$ cat config.mk
export PLATFORM = sky130hd
export DESIGN_NAME = capture_compare_unit_flat
export DESIGN_NICKNAME = d
export VERILOG_FILES = /design/src/inc/ccu_pkg.sv /design/src/inc/ccu_if.sv /design/src/rtl/capture_compare_unit.sv /design/src/flat_wrapper.sv
export VERILOG_INCLUDE_DIRS = /design/src /design/src/inc
export SDC_FILE = /design/constraint.sdc
export NUM_CORES = 1
export LEC_CHECK = 0
export BUFFER_PORTS_ARGS = -buffer_cell sky130_fd_sc_hd__buf_2
export CORE_MARGIN = 3
export CORE_UTILIZATION = 46
export CTS_CLUSTER_SIZE = 40
export DETAILED_ROUTE_END_ITERATION = 8
export MAX_ROUTING_LAYER = met4
export PLACE_DENSITY_LB_ADDON = 0.08
export SYNTH_ARGS = -nofsm -noshare
export SYNTH_HDL_FRONTEND = slang
export SYNTH_SLANG_ARGS = --single-unit
$ cat constraint.sdc
create_clock -name i_clk -period 3 [get_ports i_clk]
set_clock_uncertainty 0.2 [all_clocks]
set_input_delay 0.45 -clock i_clk [delete_from_list [all_inputs] [get_ports i_clk]]
set_output_delay 0.45 -clock i_clk [all_outputs]
set_load 0.05 [all_outputs]
$ cat src/inc/ccu_consts.svh
// Constants for the capture and compare unit: field positions, mode codes, reset values
`ifndef CCU_CONSTS_SVH
`define CCU_CONSTS_SVH
`define CCU_CTRL_EN_BIT     7
`define CCU_CTRL_OUT_BIT    5
`define CCU_CTRL_MODE_LSB   0
`define CCU_CTRL_RESET      8'h00
`define CCU_VALUE_RESET     16'h0000
`define CCU_SRC_RESET       3'h0
`define CCU_PRESC_RESET     4'h0
`define CCU_PRESC_LAST4     4'h3
`define CCU_PRESC_LAST16    4'hF
`define CCU_MODE_OFF        4'h0
`define CCU_MODE_CMP_TOGGLE 4'h2
`define CCU_MODE_CAP_FALL   4'h4
`define CCU_MODE_CAP_RISE   4'h5
`define CCU_MODE_CAP_RISE4  4'h6
`define CCU_MODE_CAP_RISE16 4'h7
`define CCU_MODE_CMP_SET    4'h8
`define CCU_MODE_CMP_CLEAR  4'h9
`define CCU_MODE_CMP_SWINT  4'hA
`define CCU_MODE_CMP_TRIG   4'hB
`endif

$ cat src/inc/ccu_pkg.sv
// Types shared by the capture and compare unit and its surroundings
package ccu_pkg;
    typedef logic [3:0]  mode_t;
    typedef logic [2:0]  src_sel_t;
    typedef logic [15:0] count_t;
    typedef enum logic [1:0] {
        CLASS_OFF     = 2'b00,
        CLASS_CAPTURE = 2'b01,
        CLASS_COMPARE = 2'b10
    } mode_class_t;
endpackage

$ cat src/inc/ccu_if.sv
// Link between the capture/compare unit and its time base, sources and converter
`timescale 1ns/1ps
interface ccu_if;
    logic [15:0] time_base_count;
    logic        time_base_reset;
    logic        remapped_input_pin;
    logic        comparator_one_synced;
    logic        comparator_two_synced;
    logic        pin_change_event;
    logic [3:0]  logic_cell_outputs;
    logic        compare_output;
    logic        conversion_trigger;
    logic        unit_event_flag;
    logic        wake_request;
    modport unit (
        input  time_base_count, remapped_input_pin, comparator_one_synced,
               comparator_two_synced, pin_change_event, logic_cell_outputs,
        output time_base_reset, compare_output, conversion_trigger,
               unit_event_flag, wake_request
    );
    modport env (
        output time_base_count, remapped_input_pin, comparator_one_synced,
               comparator_two_synced, pin_change_event, logic_cell_outputs,
        input  time_base_reset, compare_output, conversion_trigger,
               unit_event_flag, wake_request
    );
endinterface

$ cat src/rtl/capture_compare_unit.sv
// Capture and compare unit: edge capture of the time base and match actions
`timescale 1ns/1ps
`include "ccu_consts.svh"

// What this block does
// RL1 - Capture copies time base into value pair
// RL2 - Mode picks falling, rising, fourth, sixteenth edge
// RL3 - Capture sets flag; only software clears it
// RL4 - Newer capture overwrites older value unprotected
// RL5 - Three-bit select chooses one of eight sources
// RL6 - Own output transitions still cause captures
// RL7 - Time base must run synchronous modes
// RL8 - Mode change may spuriously set flag
// RL9 - Time base clocked by instruction or external
// RL10 - Prescaler cleared when off, noncapture, reset
// RL11 - Ratio change keeps prescaler; write zero first
// RL12 - Capture keeps working when time base runs
// RL13 - Compare match performs mode-selected action
// RL14 - Every match sets flag with pin action
// RL15 - Zero control clears compare output latch
// RL16 - Compare output offered to other peripherals
// RL17 - Match with trigger selected issues conversion trigger
// RL18 - Trigger mode resets time base if match persists
// RL19 - Enabled match interrupt wakes the device
// RL20 - Each instance independent with own registers
// RL21 - Software routes output pin and direction
// RL22 - Mode codes chosen here, zero is disabled
module capture_compare_unit
    import ccu_pkg::*;
(
    input  wire logic        i_clk,
    input  wire logic        i_rst_b,
    input  wire logic        i_ctrl_we,
    input  wire logic [7:0]  i_ctrl_wdata,
    input  wire logic        i_src_we,
    input  wire logic [2:0]  i_src_wdata,
    input  wire logic        i_value_low_we,
    input  wire logic        i_value_high_we,
    input  wire logic [7:0]  i_value_wdata,
    input  wire logic        i_flag_clear,
    input  wire logic        i_unit_event_enable,
    input  wire logic        i_trigger_selected,
    output logic [7:0]       o_unit_control_reg,
    output logic [7:0]       o_value_low_byte,
    output logic [7:0]       o_value_high_byte,
    output logic [2:0]       o_capture_source_reg,
    ccu_if.unit              bus
);
    logic [7:0]  ctrl_reg;
    logic [2:0]  src_reg;
    logic [15:0] value_reg;
    logic [3:0]  presc_reg;
    logic        flag_reg;
    logic        out_reg;
    logic        trig_reg;
    logic        trig_pend_reg;
    logic        tb_rst_reg;
    logic        wake_reg;
    logic        src_meta_reg;
    logic        src_sync_reg;
    logic        src_prev_reg;
    logic        src_raw;
    logic        rise;
    logic        fall;
    logic        cap_event;
    logic        match;
    logic        match_event;
    logic        match_prev_reg;
    logic [15:0] match_value_reg;
    mode_t       mode;
    mode_class_t mclass;

    // Classify a mode code into off, capture or compare
    function automatic mode_class_t classify(input logic en, input mode_t m);
        if (!en || m == `CCU_MODE_OFF)
            return CLASS_OFF;
        else if (m >= `CCU_MODE_CAP_FALL && m <= `CCU_MODE_CAP_RISE16)
            return CLASS_CAPTURE;
        else if (m == `CCU_MODE_CMP_TOGGLE || (m >= `CCU_MODE_CMP_SET && m <= `CCU_MODE_CMP_TRIG))
            return CLASS_COMPARE;
        else
            return CLASS_OFF;
    endfunction

    assign mode   = ctrl_reg[`CCU_CTRL_MODE_LSB +: 4]; // RL22
    assign mclass = classify(ctrl_reg[`CCU_CTRL_EN_BIT], mode);

    // Source selection among eight inputs
    always_comb begin
        case (src_reg) // RL5
            3'h0:    src_raw = bus.remapped_input_pin;
            3'h1:    src_raw = bus.comparator_one_synced;
            3'h2:    src_raw = bus.comparator_two_synced;
            3'h3:    src_raw = bus.pin_change_event;
            3'h4:    src_raw = bus.logic_cell_outputs[0];
            3'h5:    src_raw = bus.logic_cell_outputs[1];
            3'h6:    src_raw = bus.logic_cell_outputs[2];
            3'h7:    src_raw = bus.logic_cell_outputs[3];
            default: src_raw = 1'b0;
        endcase
    end

    // Two-stage synchroniser then edge history; the pin level, even self-driven, is sampled
    always_ff @(posedge i_clk or negedge i_rst_b) begin
        if (!i_rst_b) begin
            src_meta_reg <= 1'b0;
            src_sync_reg <= 1'b0;
            src_prev_reg <= 1'b0;
        end else begin
            src_meta_reg <= src_raw; // RL6
            src_sync_reg <= src_meta_reg;
            src_prev_reg <= src_sync_reg;
        end
    end

    assign rise = src_sync_reg & ~src_prev_reg;
    assign fall = ~src_sync_reg & src_prev_reg;

    // Capture event decode including prescaler terminal counts
    always_comb begin
        cap_event = 1'b0;
        if (mclass == CLASS_CAPTURE) begin
            case (mode) // RL2
                `CCU_MODE_CAP_FALL:   cap_event = fall;
                `CCU_MODE_CAP_RISE:   cap_event = rise;
                `CCU_MODE_CAP_RISE4:  cap_event = rise && presc_reg[1:0] == `CCU_PRESC_LAST4;
                `CCU_MODE_CAP_RISE16: cap_event = rise && presc_reg == `CCU_PRESC_LAST16;
                default:              cap_event = 1'b0;
            endcase
        end
    end

    // Prescaler counts rising edges; not cleared on ratio change
    always_ff @(posedge i_clk or negedge i_rst_b) begin
        if (!i_rst_b)
            presc_reg <= `CCU_PRESC_RESET; // RL10
        else if (mclass != CLASS_CAPTURE)
            presc_reg <= `CCU_PRESC_RESET; // RL10
        else if (rise)
            presc_reg <= presc_reg + 4'h1; // RL11
    end

    // Compare detects the onset of equality so a held timer matches once
    assign match       = (mclass == CLASS_COMPARE) && (bus.time_base_count == value_reg); // RL13
    assign match_event = match && !match_prev_reg;

    always_ff @(posedge i_clk or negedge i_rst_b) begin
        if (!i_rst_b)
            match_prev_reg <= 1'b0;
        else
            match_prev_reg <= match;
    end

    // Control and source registers
    always_ff @(posedge i_clk or negedge i_rst_b) begin
        if (!i_rst_b) begin
            ctrl_reg <= `CCU_CTRL_RESET;
            src_reg  <= `CCU_SRC_RESET;
        end else begin
            if (i_ctrl_we)
                ctrl_reg <= i_ctrl_wdata; // RL20
            if (i_src_we)
                src_reg <= i_src_wdata;
        end
    end

    // Value pair: software writes bytes; capture overwrites the whole word
    always_ff @(posedge i_clk or negedge i_rst_b) begin
        if (!i_rst_b)
            value_reg <= `CCU_VALUE_RESET;
        else if (cap_event)
            value_reg <= bus.time_base_count; // RL1 RL4 RL12
        else begin
            if (i_value_low_we)
                value_reg[7:0] <= i_value_wdata;
            if (i_value_high_we)
                value_reg[15:8] <= i_value_wdata;
        end
    end

    // Event flag: hardware set wins over software clear
    always_ff @(posedge i_clk or negedge i_rst_b) begin
        if (!i_rst_b)
            flag_reg <= 1'b0;
        else if (cap_event || match_event)
            flag_reg <= 1'b1; // RL3 RL8 RL14
        else if (i_flag_clear)
            flag_reg <= 1'b0; // RL3
    end

    // Compare output latch
    always_ff @(posedge i_clk or negedge i_rst_b) begin
        if (!i_rst_b)
            out_reg <= 1'b0;
        else if (i_ctrl_we && i_ctrl_wdata == `CCU_CTRL_RESET)
            out_reg <= 1'b0; // RL15
        else if (match_event) begin
            case (mode) // RL13
                `CCU_MODE_CMP_TOGGLE: out_reg <= ~out_reg;
                `CCU_MODE_CMP_SET:    out_reg <= 1'b1;
                `CCU_MODE_CMP_CLEAR:  out_reg <= 1'b0;
                default:              out_reg <= out_reg;
            endcase
        end
    end

    // Conversion trigger pulse, then time-base reset one edge later unless the pair moved;
    // the running count has already stepped past the target, so only the pair is watched
    always_ff @(posedge i_clk or negedge i_rst_b) begin
        if (!i_rst_b) begin
            trig_reg        <= 1'b0;
            trig_pend_reg   <= 1'b0;
            tb_rst_reg      <= 1'b0;
            match_value_reg <= `CCU_VALUE_RESET;
        end else begin
            trig_reg        <= match_event && i_trigger_selected; // RL17
            trig_pend_reg   <= match_event && mode == `CCU_MODE_CMP_TRIG;
            match_value_reg <= value_reg;
            tb_rst_reg      <= trig_pend_reg && value_reg == match_value_reg; // RL18
        end
    end

    // Wake request while an enabled flag stands
    always_ff @(posedge i_clk or negedge i_rst_b) begin
        if (!i_rst_b)
            wake_reg <= 1'b0;
        else
            wake_reg <= flag_reg && i_unit_event_enable; // RL19
    end

    assign bus.compare_output     = out_reg; // RL16
    assign bus.conversion_trigger = trig_reg;
    assign bus.time_base_reset    = tb_rst_reg;
    assign bus.unit_event_flag    = flag_reg;
    assign bus.wake_request       = wake_reg;
    assign o_unit_control_reg     = {ctrl_reg[7], 1'b0, out_reg, ctrl_reg[4:0]};
    assign o_value_low_byte       = value_reg[7:0];
    assign o_value_high_byte      = value_reg[15:8];
    assign o_capture_source_reg   = src_reg;
endmodule // capture_compare_unit

$ cat src/flat_wrapper.sv
// flat-port wrapper written by rule: the top's interface ports become plain ports
module capture_compare_unit_flat import ccu_pkg::*;
  (i_clk, i_rst_b, i_ctrl_we, i_ctrl_wdata, i_src_we, i_src_wdata, i_value_low_we, i_value_high_we, i_value_wdata, i_flag_clear, i_unit_event_enable, i_trigger_selected, o_unit_control_reg, o_value_low_byte, o_value_high_byte, o_capture_source_reg, bus_time_base_count, bus_remapped_input_pin, bus_comparator_one_synced, bus_comparator_two_synced, bus_pin_change_event, bus_logic_cell_outputs, bus_time_base_reset, bus_compare_output, bus_conversion_trigger, bus_unit_event_flag, bus_wake_request);
  ccu_if bus_i ();
  input  wire logic i_clk;
  input  wire logic i_rst_b;
  input  wire logic i_ctrl_we;
  input  wire logic [7:0] i_ctrl_wdata;
  input  wire logic i_src_we;
  input  wire logic [2:0] i_src_wdata;
  input  wire logic i_value_low_we;
  input  wire logic i_value_high_we;
  input  wire logic [7:0] i_value_wdata;
  input  wire logic i_flag_clear;
  input  wire logic i_unit_event_enable;
  input  wire logic i_trigger_selected;
  output logic [7:0] o_unit_control_reg;
  output logic [7:0] o_value_low_byte;
  output logic [7:0] o_value_high_byte;
  output logic [2:0] o_capture_source_reg;
  input wire logic [$bits(bus_i.time_base_count)-1:0] bus_time_base_count;
  input wire logic [$bits(bus_i.remapped_input_pin)-1:0] bus_remapped_input_pin;
  input wire logic [$bits(bus_i.comparator_one_synced)-1:0] bus_comparator_one_synced;
  input wire logic [$bits(bus_i.comparator_two_synced)-1:0] bus_comparator_two_synced;
  input wire logic [$bits(bus_i.pin_change_event)-1:0] bus_pin_change_event;
  input wire logic [$bits(bus_i.logic_cell_outputs)-1:0] bus_logic_cell_outputs;
  output wire logic [$bits(bus_i.time_base_reset)-1:0] bus_time_base_reset;
  output wire logic [$bits(bus_i.compare_output)-1:0] bus_compare_output;
  output wire logic [$bits(bus_i.conversion_trigger)-1:0] bus_conversion_trigger;
  output wire logic [$bits(bus_i.unit_event_flag)-1:0] bus_unit_event_flag;
  output wire logic [$bits(bus_i.wake_request)-1:0] bus_wake_request;
  assign bus_i.time_base_count = bus_time_base_count;
  assign bus_i.remapped_input_pin = bus_remapped_input_pin;
  assign bus_i.comparator_one_synced = bus_comparator_one_synced;
  assign bus_i.comparator_two_synced = bus_comparator_two_synced;
  assign bus_i.pin_change_event = bus_pin_change_event;
  assign bus_i.logic_cell_outputs = bus_logic_cell_outputs;
  assign bus_time_base_reset = bus_i.time_base_reset;
  assign bus_compare_output = bus_i.compare_output;
  assign bus_conversion_trigger = bus_i.conversion_trigger;
  assign bus_unit_event_flag = bus_i.unit_event_flag;
  assign bus_wake_request = bus_i.wake_request;
  capture_compare_unit u_core (.i_clk(i_clk), .i_rst_b(i_rst_b), .i_ctrl_we(i_ctrl_we), .i_ctrl_wdata(i_ctrl_wdata), .i_src_we(i_src_we), .i_src_wdata(i_src_wdata), .i_value_low_we(i_value_low_we), .i_value_high_we(i_value_high_we), .i_value_wdata(i_value_wdata), .i_flag_clear(i_flag_clear), .i_unit_event_enable(i_unit_event_enable), .i_trigger_selected(i_trigger_selected), .o_unit_control_reg(o_unit_control_reg), .o_value_low_byte(o_value_low_byte), .o_value_high_byte(o_value_high_byte), .o_capture_source_reg(o_capture_source_reg), .bus(bus_i));
endmodule
==> summary.md <==
| Metric | Value |
|---|---|
| Syn Area/Cell | `11.9 um^2` |
| Psw | `0.000616 W` |
| Clock latency on the worst-skew pair | `0.29 ns` |
| Synth Area in XOR/XNOR | `12.7%` |
| Logic gate share of total power | `roughly a quarter` |
| Layout cells sized above 1 | `36.4%` |
| Global route total overflow | `0` |
| DR WL met3 | `251 um` |
| CP max stage cell | `dfrtp_1` |
| Reg clk slew, reported paths | `0.09 ns` |
| Crit path launch | `u_core.ctrl_reg[1]` |
| First-pass GRT wire length | `8660 um` |
| Worst setup SP type | `flop` |
| RSZ-0062 raised after global routing | `no` |
| Gate Count Post-Synth | `approximately 210` |
| FF-to-FF path depth | `5` |
| Slowest stage delay, CP | `0.58 ns` |
| TritonCTS Buffers | `5` |
| Met2 Routed Length | `2540 um` |
| # DRC | `0` |
| Post-synthesis simple-gate area fraction | `around 11%` |
| Clock share of power | `a little under a quarter` |
| DP HPWL | `~4000 um` |
| Final net count | `349` |
| DR vias | `1799` |
| Wirelength, routed | `between 5000 and 6000 um` |
| Max-cap violations | `0` |
| Post-CTS Setup Inserts | `0` |
| Setup TNS | `0 ns` |
| Pwr dens | `~590 nW/um^2` |
| Die Wd | `80.2 um` |
| Post-synthesis adder-cell area fraction | `0.495%` |
| Post-Syn Area | `between 2000 and 3000 um^2` |
| # rows | `26` |
| RR Startpoint | `u_core.ctrl_reg[1]` |
| Met1 WL | `2390 um` |
| H-tree lvl count | `2` |
| Crit Path Max Fanout | `10` |
| Final Non-Filler Cells | `367` |
| Initial drt markers | `49` |
| Final Util | `59.9%` |
| Vias per cell | `4.90` |
| Reg-to-reg slack, setup | `0.69 ns` |
| Area growth syn-to-layout | `23.3%` |
| Internal power | `0.00122 W` |
| Fillers | `~470` |
| Core box area | `5200 um^2` |
| EDFF count, synth | `0` |
| Hold Path Stages | `0` |
| Worst hold-check path type | `flop to flop` |
| WHS Endpoint | `u_core.src_sync_reg` |
| Starting density of the core | `48.6%` |
| Top FF cell, synth | `dfrtp_1` |
| Data required, critical path | `2.98 ns` |
| TritonCTS clock tree | `built` |
| Kind of critical path | `flop to flop` |
| CP endpoint kind | `flop` |
| FF-to-FF End | `u_core.bus.compare_output` |
| Worst VDD drop | `376 uV` |
| Critical Path AT | `2.29 ns` |
| Final setup viols | `0` |
| Global Route Usage Sum | `17.8%` |
| Synth area leader | `dfrtp_1` |
| Synth Area in Compound Gates | `5.39%` |
| Die ar. | `6430 um^2` |
| IO Pins | `84` |
| Outcome | `finished, final reports clean` |
| Number of global-route vias before repair | `1823` |
| Highest Clock Rate | `around 0.43 GHz` |
| Sequential cell area fraction in the yosys report | `54.4%` |
| Final period utilization | `between 70% and 80%` |
| TritonRoute pass-1 iters | `4` |
| Port Buf Inserts | `between 80 and 90` |
| Wire length per cell | `14.1 um` |
| Clock tree buffer depth | `2` |
| Synth area leaders | `dfrtp_1 (54%), mux2i_1 (7.1%), xor2_1 (6.2%), xnor2_1 (5.2%), mux2_2 (4.5%)` |
| Number of routed nets with antenna violations | `0` |
| Slew Viols, Final | `0` |
| Hold path start | `u_core.src_meta_reg` |
| Mux cell area share after synthesis | `13.4%` |
| Largest net degree at the start of global routing | `34` |
| P_leak | `1.46 nW` |
| N_diodes | `0` |
| Syn nets | `266` |
| Distinct cells, synth | `35` |
| Antenna violations before repair | `0` |
| Final hold violations | `0` |
| DP Cell Count | `358` |
| Async SR Flop Fraction | `100%` |
| Share of the synthesized area in the top cell type | `54.4%` |
| Clock sinks | `55` |
| Total number of yosys warnings | `0` |
| Top routing layer used | `met4` |
| Die height | `80.2 um` |
| Largest family of logic cells by synthesized area | `multiplexers` |
| GP Congestion | `around 0.8` |
| Sequential power share | `approximately 50%` |
| Sw frac | `~34%` |
| Root Driver | `clkbuf_8` |
| Min Tclk post-route | `2.31 ns` |
| Critical-path cell list | `nor2_1 -> a2111oi_0 -> nand3_1 -> or4_4 -> mux2i_1` |
| Yosys reg bits | `55` |
==> layer usage <==
metal	vias to the layer above	track usage [%]
li1	901	-
met1	854	24.5
met2	42	27.6
met3	2	3.81
met4	0	3.04
met5	-	-
==> layout make-up <==
class | count | area, um^2 | area share [%]
timing repair buffer | 86 | 443 | 14.2
sequential | 55 | 1380 | 44.1
inverter | 2 | 7.51 | 0.241
multi-input combinational | 146 | 1100 | 35.4
clock buffer | 8 | 100 | 3.21
tap | 70 | 87.6 | 2.81
==> layout by cell type (no fill, tap or decap), types with 2 or more instances in the layout <==
cell	Yosys	layout
buf_2	1	82
dfrtp_1	55	55
nand2_1	20	20
xor2_1	18	18
mux2i_1	18	18
o21ai_0	17	17
xnor2_1	15	15
mux2_2	10	10
nor2_1	9	9
clkbuf_8	0	7
nand4_1	5	5
nor4_1	4	4
nand3_1	3	3
nor2b_1	3	3
buf_4	4	3
mux4_2	2	2
nor3_1	2	2
xnor2_2	2	2
inv_1	2	2
nand4b_1	2	2
nand3b_1	2	2
==> Yosys cell counts (all sizes together) (3+ instances only) <==
library cell and n:
dfrtp 55, nand3 3, xor2 18, mux2 10, xnor2 17, nor4 4, clkbuf 3, nor2 9
nor2b 3, o21ai 17, buf 7, nand4 5, mux2i 18, nand2 20
==> power by group through the flow <==
stage / Combinational [W] / Sequential, W / Clock, W
floorplan: 0.000186 / 0.00108 / 0
global placement: 0.000484 / 0.000940 / 0
detailed placement: 0.000484 / 0.000941 / 0
CTS: 0.000487 / 0.000927 / 0.000443
global route: 0.000518 / 0.000944 / 0.000475
finish: 0.000481 / 0.000924 / 0.000428
==> worst max path at each step <==
stage                           endpoint
2_1_floorplan  u_core.bus.compare_output
3_3_place_gp   u_core.bus.compare_output
3_5_place_dp   u_core.bus.compare_output
4_1_cts        u_core.bus.compare_output
5_1_grt        u_core.bus.compare_output
6_report       u_core.bus.compare_output
==> worst max-delay path, delay by kind of cell, from the launching register on <==
| family | cells | cell delay [ns] |
|---|---|---|
| muxes | 1 | 0.13 |
| DFF | 1 | 0.58 |
| and+or+nand+nor | 3 | 0.79 |
| AOI/OAI and AO/OA | 1 | 0.49 |
==> metrics by stage <==
step | total power [W] | hold slack [ns] | worst slack, ns | instance area [um^2]
floorplan | 0.00127 | -0.0456 | 0.626 | 2530
global placement | 0.00142 | 0.140 | 0.631 | 3010
detailed placement | 0.00143 | 0.137 | 0.621 | 3010
CTS | 0.00186 | 0.149 | 0.673 | 3120
global route | 0.00194 | 0.154 | 0.469 | 3120
finish | 0.00183 | 0.155 | 0.690 | 3120
==> logic make-up after synthesis <==
kind of cell	count (synthesis)
fa+ha+maj	1
flops	55
compound gates	24
buf+inv	12
mux	30
xor+xnor	35
other cells	1
simple gates	55
==> what timing repair did <==
action / CTS / global route
endpoints found under the hold margin: 12 / 0
gates resized for setup: 0 / 0
hold buffers: 1 / 0
No activity file was read; power rests on OpenSTA's default activity.
